[config.mk]
export PLATFORM = sky130hd
export DESIGN_NAME = zero_delay_mode_config
export DESIGN_NICKNAME = d
export VERILOG_FILES = /design/src/rtl/zero_delay_pkg.sv /design/src/rtl/axil_reg_port.sv /design/src/rtl/zero_delay_mode_config.sv
export VERILOG_INCLUDE_DIRS = /design/src /design/src/rtl
export SDC_FILE = /design/constraint.sdc
export NUM_CORES = 1
export LEC_CHECK = 0
export BUFFER_PORTS_ARGS = -buffer_cell sky130_fd_sc_hd__buf_4
export CAP_MARGIN = 20
export CELL_PAD_IN_SITES_DETAIL_PLACEMENT = 0
export CELL_PAD_IN_SITES_GLOBAL_PLACEMENT = 1
export CORE_ASPECT_RATIO = 2
export CORE_MARGIN = 5
export CORE_UTILIZATION = 38
export CTS_CLUSTER_DIAMETER = 200
export DETAILED_ROUTE_END_ITERATION = 12
export PLACE_DENSITY_LB_ADDON = 0.1
export SKIP_LAST_GASP = 1
export SYNTH_ARGS = -nofsm -noshare
export SYNTH_HDL_FRONTEND = slang
export SYNTH_SLANG_ARGS = --single-unit
[constraint.sdc]
create_clock -name core_clk -period 3 [get_ports core_clk]
set_input_delay 0.45 -clock core_clk [delete_from_list [all_inputs] [get_ports core_clk]]
set_output_delay 0.45 -clock core_clk [all_outputs]
set_load 0.05 [all_outputs]
[src/rtl/zero_delay_cfg.svh]
`ifndef ZERO_DELAY_CFG_SVH
`define ZERO_DELAY_CFG_SVH
// Contract
// - selection-control bit 0 means pin-driven input choice (0x0021 / 0x052A bit 0).
// - selection-control bit 1 takes the input choice from registers.
// - second map: 0x0487 bit 0 turns zero delay on (1) or off (0).
// - under zero delay and register control, bits 2:1 of 0x0487 pick input 0..2.
// - zero-delay input choice is ignored under pin control.
// - zero delay on makes the normal input-select bits unused.
// - zero delay with register control uses the zero-delay input choice.
// - zero delay and selection-control both high: pins choose, no selector used; code does so only on the second map with map-control bit 1 set.
// - with zero delay on, input 3 is feedback only, never a reference.
// - with zero delay on, automatic input switching is off; manual only.

// register indices; byte address is four times the index
`define IDX_MAP_CONTROL 14'h0000
`define IDX_SELECT_STATUS 14'h0001
`define IDX_NORMAL_INPUT 14'h0002
`define IDX_SEL_CTRL_A 14'h0021
`define IDX_FORCE_ON_HIGH 14'h0139
`define IDX_FORCE_ON_LOW 14'h0140
`define IDX_ZERO_DELAY_B 14'h0487
`define IDX_SEL_CTRL_B 14'h052A
`define IDX_MODE_CODE 14'h091C

// field positions
`define POS_VARIANT_B 0
`define POS_STRICT_OVERRIDE 1
`define POS_ZD_ENABLE 0
`define POS_ZD_CHOICE_LSB 1
`define POS_AUTO_ENABLE 2
`define POS_CODE_ERROR 8
`define POS_CHOICE_ERROR 9

// values and reset values
`define MODE_ZERO_DELAY 3'h3
`define MODE_NORMAL 3'h4
`define CHOICE_FEEDBACK 2'h3
`define RST_MODE_CODE 3'h4
`define RST_MAP_CONTROL 2'h0
`define RST_INPUT_CHOICE 2'h0
`define RST_FORCE_ON 12'h000
`define RESP_OKAY 2'h0
`define RESP_DECERR 2'h3
`endif

[src/rtl/zero_delay_pkg.sv]
package zero_delay_pkg;
    typedef struct packed {
        logic [13:0] idx;
        logic [31:0] data;
        logic [3:0] strb;
    } wr_req_type;

    typedef enum logic [1:0] {
        SRC_NORMAL_REG = 2'b00,
        SRC_PINS = 2'b01,
        SRC_ZERO_DELAY_REG = 2'b10,
        SRC_AUTO = 2'b11
    } sel_source_type;

    typedef struct packed {
        logic zero_delay_on;
        logic input3_reference_ok;
        logic auto_switch_active;
        sel_source_type source;
        logic [1:0] choice;
    } selection_type;
endpackage

[src/rtl/axil_reg_port.sv]
`include "zero_delay_cfg.svh"
module axil_reg_port (
    input wire logic core_clk,
    input wire logic rst,
    input wire logic [15:0] s_axi_awaddr,
    input wire logic s_axi_awvalid,
    output logic s_axi_awready,
    input wire logic [31:0] s_axi_wdata,
    input wire logic [3:0] s_axi_wstrb,
    input wire logic s_axi_wvalid,
    output logic s_axi_wready,
    output logic [1:0] s_axi_bresp,
    output logic s_axi_bvalid,
    input wire logic s_axi_bready,
    input wire logic [15:0] s_axi_araddr,
    input wire logic s_axi_arvalid,
    output logic s_axi_arready,
    output logic [31:0] s_axi_rdata,
    output logic [1:0] s_axi_rresp,
    output logic s_axi_rvalid,
    input wire logic s_axi_rready,
    output zero_delay_pkg::wr_req_type wr_req,
    output logic wr_fire,
    input wire logic wr_hit,
    output logic [13:0] rd_idx,
    input wire logic [31:0] rd_data,
    input wire logic rd_hit
);
    logic aw_held_ff;
    logic w_held_ff;
    logic [13:0] aw_idx_ff;
    logic [31:0] w_data_ff;
    logic [3:0] w_strb_ff;
    logic bvalid_ff;
    logic [1:0] bresp_ff;
    logic rvalid_ff;
    logic [31:0] rdata_ff;
    logic [1:0] rresp_ff;

    assign s_axi_awready = !aw_held_ff && !bvalid_ff;
    assign s_axi_wready = !w_held_ff && !bvalid_ff;
    assign s_axi_arready = !rvalid_ff;
    assign wr_fire = aw_held_ff && w_held_ff && !bvalid_ff;
    assign wr_req = '{idx: aw_idx_ff, data: w_data_ff, strb: w_strb_ff};
    assign rd_idx = s_axi_araddr[15:2];
    assign s_axi_bvalid = bvalid_ff;
    assign s_axi_bresp = bresp_ff;
    assign s_axi_rvalid = rvalid_ff;
    assign s_axi_rdata = rdata_ff;
    assign s_axi_rresp = rresp_ff;

    // address and data are caught independently, in either order
    always_ff @(posedge core_clk or posedge rst) begin
        if (rst) begin
            aw_held_ff <= 1'b0;
            aw_idx_ff <= 14'h0000;
        end else if (s_axi_awvalid && s_axi_awready) begin
            aw_held_ff <= 1'b1;
            aw_idx_ff <= s_axi_awaddr[15:2];
        end else if (wr_fire) begin
            aw_held_ff <= 1'b0;
        end
    end

    always_ff @(posedge core_clk or posedge rst) begin
        if (rst) begin
            w_held_ff <= 1'b0;
            w_data_ff <= 32'h00000000;
            w_strb_ff <= 4'h0;
        end else if (s_axi_wvalid && s_axi_wready) begin
            w_held_ff <= 1'b1;
            w_data_ff <= s_axi_wdata;
            w_strb_ff <= s_axi_wstrb;
        end else if (wr_fire) begin
            w_held_ff <= 1'b0;
        end
    end

    always_ff @(posedge core_clk or posedge rst) begin
        if (rst) begin
            bvalid_ff <= 1'b0;
            bresp_ff <= `RESP_OKAY;
        end else if (wr_fire) begin
            bvalid_ff <= 1'b1;
            bresp_ff <= wr_hit ? `RESP_OKAY : `RESP_DECERR;
        end else if (s_axi_bready) begin
            bvalid_ff <= 1'b0;
        end
    end

    // read data registered at the address handshake
    always_ff @(posedge core_clk or posedge rst) begin
        if (rst) begin
            rvalid_ff <= 1'b0;
            rdata_ff <= 32'h00000000;
            rresp_ff <= `RESP_OKAY;
        end else if (s_axi_arvalid && s_axi_arready) begin
            rvalid_ff <= 1'b1;
            rdata_ff <= rd_hit ? rd_data : 32'h00000000;
            rresp_ff <= rd_hit ? `RESP_OKAY : `RESP_DECERR;
        end else if (s_axi_rready) begin
            rvalid_ff <= 1'b0;
        end
    end
endmodule

[src/rtl/zero_delay_mode_config.sv]
// The AXI4-Lite interface to the registers was decided locally.
`include "zero_delay_cfg.svh"
module zero_delay_mode_config (
    input wire logic core_clk,
    input wire logic rst,
    input wire logic [15:0] s_axi_awaddr,
    input wire logic s_axi_awvalid,
    output logic s_axi_awready,
    input wire logic [31:0] s_axi_wdata,
    input wire logic [3:0] s_axi_wstrb,
    input wire logic s_axi_wvalid,
    output logic s_axi_wready,
    output logic [1:0] s_axi_bresp,
    output logic s_axi_bvalid,
    input wire logic s_axi_bready,
    input wire logic [15:0] s_axi_araddr,
    input wire logic s_axi_arvalid,
    output logic s_axi_arready,
    output logic [31:0] s_axi_rdata,
    output logic [1:0] s_axi_rresp,
    output logic s_axi_rvalid,
    input wire logic s_axi_rready,
    input wire logic [1:0] input_select_pins,
    input wire logic [1:0] auto_pick,
    output logic zero_delay_on,
    output logic [1:0] input_choice,
    output logic [1:0] selection_source,
    output logic input3_reference_ok,
    output logic auto_switch_active,
    output logic [11:0] output_force_on_mask
);
    zero_delay_pkg::wr_req_type wr_req;
    logic wr_fire;
    logic wr_hit;
    logic [13:0] rd_idx;
    logic [31:0] rd_data;
    logic rd_hit;

    logic [1:0] map_control_ff;
    logic [2:0] normal_input_ff;
    logic selection_by_register_a_ff;
    logic selection_by_register_b_ff;
    logic [7:0] force_on_high_ff;
    logic [3:0] force_on_low_ff;
    logic zero_delay_enable_ff;
    logic [1:0] zero_delay_input_choice_ff;
    logic [2:0] mode_code_ff;
    logic code_error_ff;
    logic choice_error_ff;
    logic [1:0] pins_meta_ff;
    logic [1:0] pins_sync_ff;
    zero_delay_pkg::selection_type sel_ff;
    zero_delay_pkg::selection_type nxt_sel;

    function automatic logic idx_known(input logic [13:0] idx);
        case (idx)
            `IDX_MAP_CONTROL,
            `IDX_SELECT_STATUS,
            `IDX_NORMAL_INPUT,
            `IDX_SEL_CTRL_A,
            `IDX_FORCE_ON_HIGH,
            `IDX_FORCE_ON_LOW,
            `IDX_ZERO_DELAY_B,
            `IDX_SEL_CTRL_B,
            `IDX_MODE_CODE: idx_known = 1'b1;
            default: idx_known = 1'b0;
        endcase
    endfunction

    function automatic logic wr_to(input zero_delay_pkg::wr_req_type req,
                                   input logic [13:0] idx);
        wr_to = (req.idx == idx) && req.strb[0];
    endfunction

    axil_reg_port u_port (
        .core_clk(core_clk),
        .rst(rst),
        .s_axi_awaddr(s_axi_awaddr),
        .s_axi_awvalid(s_axi_awvalid),
        .s_axi_awready(s_axi_awready),
        .s_axi_wdata(s_axi_wdata),
        .s_axi_wstrb(s_axi_wstrb),
        .s_axi_wvalid(s_axi_wvalid),
        .s_axi_wready(s_axi_wready),
        .s_axi_bresp(s_axi_bresp),
        .s_axi_bvalid(s_axi_bvalid),
        .s_axi_bready(s_axi_bready),
        .s_axi_araddr(s_axi_araddr),
        .s_axi_arvalid(s_axi_arvalid),
        .s_axi_arready(s_axi_arready),
        .s_axi_rdata(s_axi_rdata),
        .s_axi_rresp(s_axi_rresp),
        .s_axi_rvalid(s_axi_rvalid),
        .s_axi_rready(s_axi_rready),
        .wr_req(wr_req),
        .wr_fire(wr_fire),
        .wr_hit(wr_hit),
        .rd_idx(rd_idx),
        .rd_data(rd_data),
        .rd_hit(rd_hit)
    );

    assign wr_hit = idx_known(wr_req.idx);
    assign rd_hit = idx_known(rd_idx);

    // pin selection crosses in from the board
    always_ff @(posedge core_clk or posedge rst) begin
        if (rst) begin
            pins_meta_ff <= 2'h0;
            pins_sync_ff <= 2'h0;
        end else begin
            pins_meta_ff <= input_select_pins;
            pins_sync_ff <= pins_meta_ff;
        end
    end

    // configuration fields, each read back as written
    always_ff @(posedge core_clk or posedge rst) begin
        if (rst) begin
            map_control_ff <= `RST_MAP_CONTROL;
        end else if (wr_fire && wr_to(wr_req, `IDX_MAP_CONTROL)) begin
            map_control_ff <= wr_req.data[1:0];
        end
    end

    always_ff @(posedge core_clk or posedge rst) begin
        if (rst) begin
            normal_input_ff <= 3'h0;
        end else if (wr_fire && wr_to(wr_req, `IDX_NORMAL_INPUT)) begin
            normal_input_ff <= wr_req.data[2:0];
        end
    end

    always_ff @(posedge core_clk or posedge rst) begin
        if (rst) begin
            selection_by_register_a_ff <= 1'b0;
            selection_by_register_b_ff <= 1'b0;
        end else if (wr_fire) begin
            if (wr_to(wr_req, `IDX_SEL_CTRL_A)) begin
                selection_by_register_a_ff <= wr_req.data[0];
            end
            if (wr_to(wr_req, `IDX_SEL_CTRL_B)) begin
                selection_by_register_b_ff <= wr_req.data[0];
            end
        end
    end

    always_ff @(posedge core_clk or posedge rst) begin
        if (rst) begin
            force_on_high_ff <= 8'(`RST_FORCE_ON);
            force_on_low_ff <= 4'(`RST_FORCE_ON >> 8);
        end else if (wr_fire) begin
            if (wr_to(wr_req, `IDX_FORCE_ON_HIGH)) begin
                force_on_high_ff <= wr_req.data[7:0];
            end
            if (wr_to(wr_req, `IDX_FORCE_ON_LOW)) begin
                force_on_low_ff <= wr_req.data[3:0];
            end
        end
    end

    always_ff @(posedge core_clk or posedge rst) begin
        if (rst) begin
            zero_delay_enable_ff <= 1'b0;
            zero_delay_input_choice_ff <= `RST_INPUT_CHOICE;
        end else if (wr_fire && wr_to(wr_req, `IDX_ZERO_DELAY_B)) begin
            zero_delay_enable_ff <= wr_req.data[`POS_ZD_ENABLE];
            zero_delay_input_choice_ff <= wr_req.data[2:1];
        end
    end

    always_ff @(posedge core_clk or posedge rst) begin
        if (rst) begin
            mode_code_ff <= `RST_MODE_CODE;
        end else if (wr_fire && wr_to(wr_req, `IDX_MODE_CODE)) begin
            mode_code_ff <= wr_req.data[2:0];
        end
    end

    // sticky flags for forbidden codes; a new offence wins over clearing
    always_ff @(posedge core_clk or posedge rst) begin
        if (rst) begin
            code_error_ff <= 1'b0;
            choice_error_ff <= 1'b0;
        end else if (wr_fire) begin
            if (wr_to(wr_req, `IDX_MODE_CODE) && wr_req.data[2:0] != `MODE_ZERO_DELAY &&
                wr_req.data[2:0] != `MODE_NORMAL) begin
                code_error_ff <= 1'b1;
            end else if (wr_to(wr_req, `IDX_SELECT_STATUS) &&
                         wr_req.data[`POS_CODE_ERROR]) begin
                code_error_ff <= 1'b0;
            end
            if (wr_to(wr_req, `IDX_ZERO_DELAY_B) && wr_req.data[2:1] == `CHOICE_FEEDBACK) begin
                choice_error_ff <= 1'b1;
            end else if (wr_to(wr_req, `IDX_SELECT_STATUS) &&
                         wr_req.data[`POS_CHOICE_ERROR]) begin
                choice_error_ff <= 1'b0;
            end
        end
    end

    // effective input selection
    always_comb begin
        logic variant_b;
        logic zd_on;
        logic by_register;
        logic pins_win;
        logic auto_en;
        variant_b = map_control_ff[`POS_VARIANT_B];
        zd_on = variant_b ? zero_delay_enable_ff
                          : (mode_code_ff == `MODE_ZERO_DELAY);
        by_register = variant_b ? selection_by_register_b_ff : selection_by_register_a_ff;
        auto_en = normal_input_ff[`POS_AUTO_ENABLE];
        // strict override, second map only: zero delay plus register control falls back to pins
        pins_win = !by_register ||
                   (zd_on && variant_b && by_register &&
                    map_control_ff[`POS_STRICT_OVERRIDE]);
        nxt_sel = sel_ff;
        nxt_sel.zero_delay_on = zd_on;
        nxt_sel.input3_reference_ok = !zd_on;
        nxt_sel.auto_switch_active = 1'b0;
        // a held choice must not leave input 3 as reference
        if (zd_on && sel_ff.choice == `CHOICE_FEEDBACK) begin
            nxt_sel.choice = 2'h0;
        end
        if (pins_win) begin
            // selector fields are not looked at here
            nxt_sel.source = zero_delay_pkg::SRC_PINS;
            if (!(zd_on && pins_sync_ff == `CHOICE_FEEDBACK)) begin
                nxt_sel.choice = pins_sync_ff;
            end
        end else if (zd_on) begin
            // normal selection bits unused; zero-delay field decides
            nxt_sel.source = zero_delay_pkg::SRC_ZERO_DELAY_REG;
            if (zero_delay_input_choice_ff != `CHOICE_FEEDBACK) begin
                nxt_sel.choice = zero_delay_input_choice_ff;
            end
        end else if (auto_en) begin
            // automatic switching only outside zero delay
            nxt_sel.source = zero_delay_pkg::SRC_AUTO;
            nxt_sel.auto_switch_active = 1'b1;
            nxt_sel.choice = auto_pick;
        end else begin
            nxt_sel.source = zero_delay_pkg::SRC_NORMAL_REG;
            nxt_sel.choice = normal_input_ff[1:0];
        end
    end

    always_ff @(posedge core_clk or posedge rst) begin
        if (rst) begin
            sel_ff <= '{zero_delay_on: 1'b0, input3_reference_ok: 1'b1,
                        auto_switch_active: 1'b0, source: zero_delay_pkg::SRC_PINS,
                        choice: `RST_INPUT_CHOICE};
        end else begin
            sel_ff <= nxt_sel;
        end
    end

    assign zero_delay_on = sel_ff.zero_delay_on;
    assign input_choice = sel_ff.choice;
    assign selection_source = sel_ff.source;
    assign input3_reference_ok = sel_ff.input3_reference_ok;
    assign auto_switch_active = sel_ff.auto_switch_active;
    // mask bits 11:8 from the high-index register, 7:0 from the other
    assign output_force_on_mask = {force_on_low_ff, force_on_high_ff};

    // read multiplexer
    always_comb begin
        rd_data = 32'h00000000;
        case (rd_idx)
            `IDX_MAP_CONTROL: rd_data[1:0] = map_control_ff;
            `IDX_SELECT_STATUS: begin
                rd_data[1:0] = sel_ff.choice;
                rd_data[3:2] = sel_ff.source;
                rd_data[4] = sel_ff.zero_delay_on;
                rd_data[5] = sel_ff.input3_reference_ok;
                rd_data[6] = sel_ff.auto_switch_active;
                rd_data[`POS_CODE_ERROR] = code_error_ff;
                rd_data[`POS_CHOICE_ERROR] = choice_error_ff;
            end
            `IDX_NORMAL_INPUT: rd_data[2:0] = normal_input_ff;
            `IDX_SEL_CTRL_A: rd_data[0] = selection_by_register_a_ff;
            `IDX_FORCE_ON_HIGH: rd_data[7:0] = force_on_high_ff;
            `IDX_FORCE_ON_LOW: rd_data[3:0] = force_on_low_ff;
            `IDX_ZERO_DELAY_B: rd_data[2:0] = {zero_delay_input_choice_ff, zero_delay_enable_ff};
            `IDX_SEL_CTRL_B: rd_data[0] = selection_by_register_b_ff;
            `IDX_MODE_CODE: rd_data[2:0] = mode_code_ff;
            default: rd_data = 32'h00000000;
        endcase
    end
endmodule

==> metrics.csv <==
stage,metric,value,unit
run_status,run status,"complete, no violations",
die,initial core utilization,38.5,%
power,Cell Pwr Density,724,nW/um2
place,weighted congestion at the end of routability-driven global placement,0.853,
cts,setup repair bufs after CTS,0,
global_route,largest net degree at the start of global routing,80,
cells_and_area,count of antenna diodes in the layout,0,
cts,H-Tree Level Count,3,
global_route,GRT met2 Usage,31.5,%
die,standard cell core area,10100,um2
global_route,via count of the first global-routing pass,2996,
cells_and_area,share of final-layout standard cells stronger than drive strength 1,40.2,%
logic_synthesis,main flop type after synthesis,sky130_fd_sc_hd__dfrtp_1,
sta,Clock Skew,0.00527,ns
critical_path,Max stage delay on crit path,0.57,ns
die,count of boundary I/O pins,139,
cts,clock tree buffer depth,2,
sta,final slew viol count,0,
critical_path,R2R Setup Slk,0.76,ns
drt,via count,2838,
global_route,GR Overflow Total,0,
logic_synthesis,most used standard cell by instance count after synthesis,sky130_fd_sc_hd__dfrtp_1,
flow_run,max-cap check violation count,0,
cells_and_area,synthesis-to-finish area growth,25.5,%
logic_synthesis,number of synthesized register bits,79,
worst_hold_path,hold crit path type,in2async,
critical_path,slowest cell on the critical path,sky130_fd_sc_hd__or4bb_1,
sta,Setup TNS,0,ns
cells_and_area,utilization of the core after routing,48.3,%
cells_and_area,number of nets in the final layout,499,
sta,Final min period,2.24,ns
critical_path,Reg2Reg Launch Point,u_port.aw_idx_ff[2],
sta,fraction of the cycle the final worst path needs,74.6,%
place,count of buffers inserted at the top-level ports,87,
die,Site Rows,52,
drt,Avg Vias per Cell,5.07,
place,post-DP HPWL,7.71,mm
die,overall die area,12500,um2
cts,cts repair resizes,0,
cts,CTS Hold Bufs,0,
critical_path,Crit path required time,3.22,ns
logic_synthesis,top-area cell type share of the netlist area,49.0,%
critical_path,highest net fanout along the worst path,8,
critical_path,worst-path cell chain,or4bb_1 -> nor4_1 -> and2_1 -> mux2_2,
sta,final hold violations,0,
cts,CTS Buf Count,9,
sta,maximum clock frequency,447,MHz
logic_synthesis,sequential fraction of the synthesis area,51.0,%
sta,Worst slew margin,46.9,%
logic_synthesis,biggest area consumer among synthesized cells,sky130_fd_sc_hd__dfrtp_1,
critical_path,"Arr. time, crit path",2.46,ns
logic_synthesis,largest cells by area after synthesis,"sky130_fd_sc_hd__dfrtp_1 49%, sky130_fd_sc_hd__mux2_2 13%, sky130_fd_sc_hd__buf_4 4.6%, sky130_fd_sc_hd__nand2_1 3.1%, sky130_fd_sc_hd__dfstp_2 2.0%",
die,height of the chip,153,um
logic_synthesis,number of warnings issued by yosys,0,
drt,total length of routed wires,9.80,mm
logic_synthesis,average instance area after synthesis,11.6,um2
sta,Final Setup Violations,0,
sta,setup repair after global routing missed its margin,no,
die,Die W,81.5,um
cells_and_area,combined area of the multi-input logic cells,1730,um2
logic_synthesis,share of flip-flops with an asynchronous set or reset,100,%
sta,slew at the pin with the worst max-slew slack,0.797,ns
logic_synthesis,count of mapped cells out of synthesis,335,
global_route,initial antenna violation count,0,
cts,sinks on the clock net,79,
drt,Iter 0 DRT Violations,134,
drt,antenna violation net count after detailed routing,0,
cells_and_area,Reg area,1980,um2
power,highest ir drop seen on vdd,0.454,mV
global_route,gr usage total,16.7,%
power,leakage power summed over all cells,2.28,nW
cts,clock latency reported for the late side of the worst-skew pair,0.33,ns
cts,clock slew seen by the registers of the worst setup and hold paths,0.06,ns
logic_synthesis,synthesized cell area,3880,um2
drt,routed len/inst,17.5,um
critical_path,Worst Reg-to-Reg Cells,4,
cts,clock root cell,sky130_fd_sc_hd__clkbuf_16,
global_route,wire length of the first global-routing pass,15.6,mm
logic_synthesis,post-synthesis cell type count,56,
drt,DRC Markers,0,
critical_path,type of origin of the critical path,flip-flop,
global_route,GRT Max-Usage Layer,met2,
cts,TritonCTS clock tree,done,
critical_path,classification of the worst setup path,reg2reg,
global_route,met1 Track Usage GR,16.5,%
drt,Detailed Routing Iterations Pass 1,4,
critical_path,Reg-to-Reg End,force_on_high_ff[1],
cells_and_area,fillers,993,
logic_synthesis,top cells by instance count after synthesis,"76 x sky130_fd_sc_hd__dfrtp_1, 46 x sky130_fd_sc_hd__mux2_2, 32 x sky130_fd_sc_hd__nand2_1, 24 x sky130_fd_sc_hd__buf_4, 13 x sky130_fd_sc_hd__nor2_1",
logic_synthesis,number of enable flip-flop cells after synthesis,0,
critical_path,kind of end point of the critical path,flip-flop,
global_route,GR met3 Demand/Resource,3.59,%
==> critical path, delay by kind of cell, from the launching register on <==
family,cells,cell delay (ns)
DFF,1,0.42
muxes,1,0.38
and+or+nand+nor,3,1.31
==> cells in the final DEF, fill, tap and decap left out, types with 5 or more instances in the layout <==
master / synthesis / final
sky130_fd_sc_hd__mux2_2: 46 / 46
sky130_fd_sc_hd__nor2_1: 13 / 13
sky130_fd_sc_hd__nor2b_1: 11 / 11
sky130_fd_sc_hd__dfrtp_1: 76 / 76
sky130_fd_sc_hd__clkbuf_16: 0 / 9
sky130_fd_sc_hd__nor3_1: 7 / 7
sky130_fd_sc_hd__buf_4: 24 / 88
sky130_fd_sc_hd__nand3_1: 10 / 10
sky130_fd_sc_hd__conb_1: 1 / 22
sky130_fd_sc_hd__o21ai_0: 10 / 10
sky130_fd_sc_hd__nand2_1: 32 / 32
sky130_fd_sc_hd__mux2i_1: 6 / 6
sky130_fd_sc_hd__nor4_1: 5 / 5
==> state kept, by name, summed over array words and instances (netlist names), 3 cells and up <==
signal,cells
force_on_high_ff,8
force_on_low_ff,4
mode_code_ff,3
normal_input_ff,3
u_port.aw_idx_ff,14
u_port.s_axi_rdata,10
u_port.w_data_ff,10
==> per-stage QoR <==
| stage | std cells | instance area, um2 | hold slack [ns] | power [mW] | worst slack [ns] |
|---|---|---|---|---|---|
| 4_1_cts | 560 | 4870 | 0.207 | 3.58 | 0.742 |
| 5_1_grt | 560 | 4870 | 0.208 | 3.73 | 0.620 |
| 2_1_floorplan | 356 | 3960 | 0.331 | 2.23 | 0.521 |
| 6_report | 560 | 4870 | 0.213 | 3.52 | 0.761 |
| 3_3_place_gp | 544 | 4580 | 0.333 | 2.50 | 0.688 |
| 3_5_place_dp | 544 | 4580 | 0.335 | 2.52 | 0.716 |
==> cell type report <==
type	count	share of cell area, %
timing repair buffer	89	14.0
inverter	5	0.385
multi-input combinational	236	35.6
clock buffer	14	5.63
clock inverter	2	0.283
sequential	79	40.7
tap	135	3.47
==> routing by layer <==
layer / vias up / wire length [um]
li1: 1339 / -
met1: 1396 / 3280
met2: 88 / 5790
met3: 15 / 501
met4: 0 / 222
met5: - / 0
==> where the power goes <==
| group | internal [mW] | total (mW) | switching, mW |
|---|---|---|---|
| Clock | 0.628 | 1.03 | 0.405 |
| Sequential | 1.29 | 1.56 | 0.280 |
| Combinational | 0.392 | 0.926 | 0.534 |
| Total | 2.31 | 3.52 | 1.22 |
==> worst max path at each step <==
stage / start / end / slack [ns]
floorplan: u_port.s_axi_bvalid / u_port.w_data_ff[0] / 0.52
global placement: s_axi_araddr[7] / u_port.s_axi_rdata[0] / 0.69
detailed placement: s_axi_araddr[7] / u_port.s_axi_rdata[0] / 0.72
CTS: u_port.aw_idx_ff[2] / force_on_high_ff[1] / 0.74
global route: u_port.aw_idx_ff[2] / force_on_high_ff[2] / 0.62
finish: u_port.aw_idx_ff[2] / force_on_high_ff[1] / 0.76
==> kinds of logic after synthesis <==
group                  after synthesis  share of synthesized area (%)
AND/OR/NAND/NOR                    118                           19.1
AO/OA/AOI/OAI                       41                           7.41
buffers and inverters               41                           6.35
other                                1                         0.0966
multiplexers                        55                           16.1
flip-flops                          79                           51.0
No activity file was read; power rests on OpenSTA's default activity.
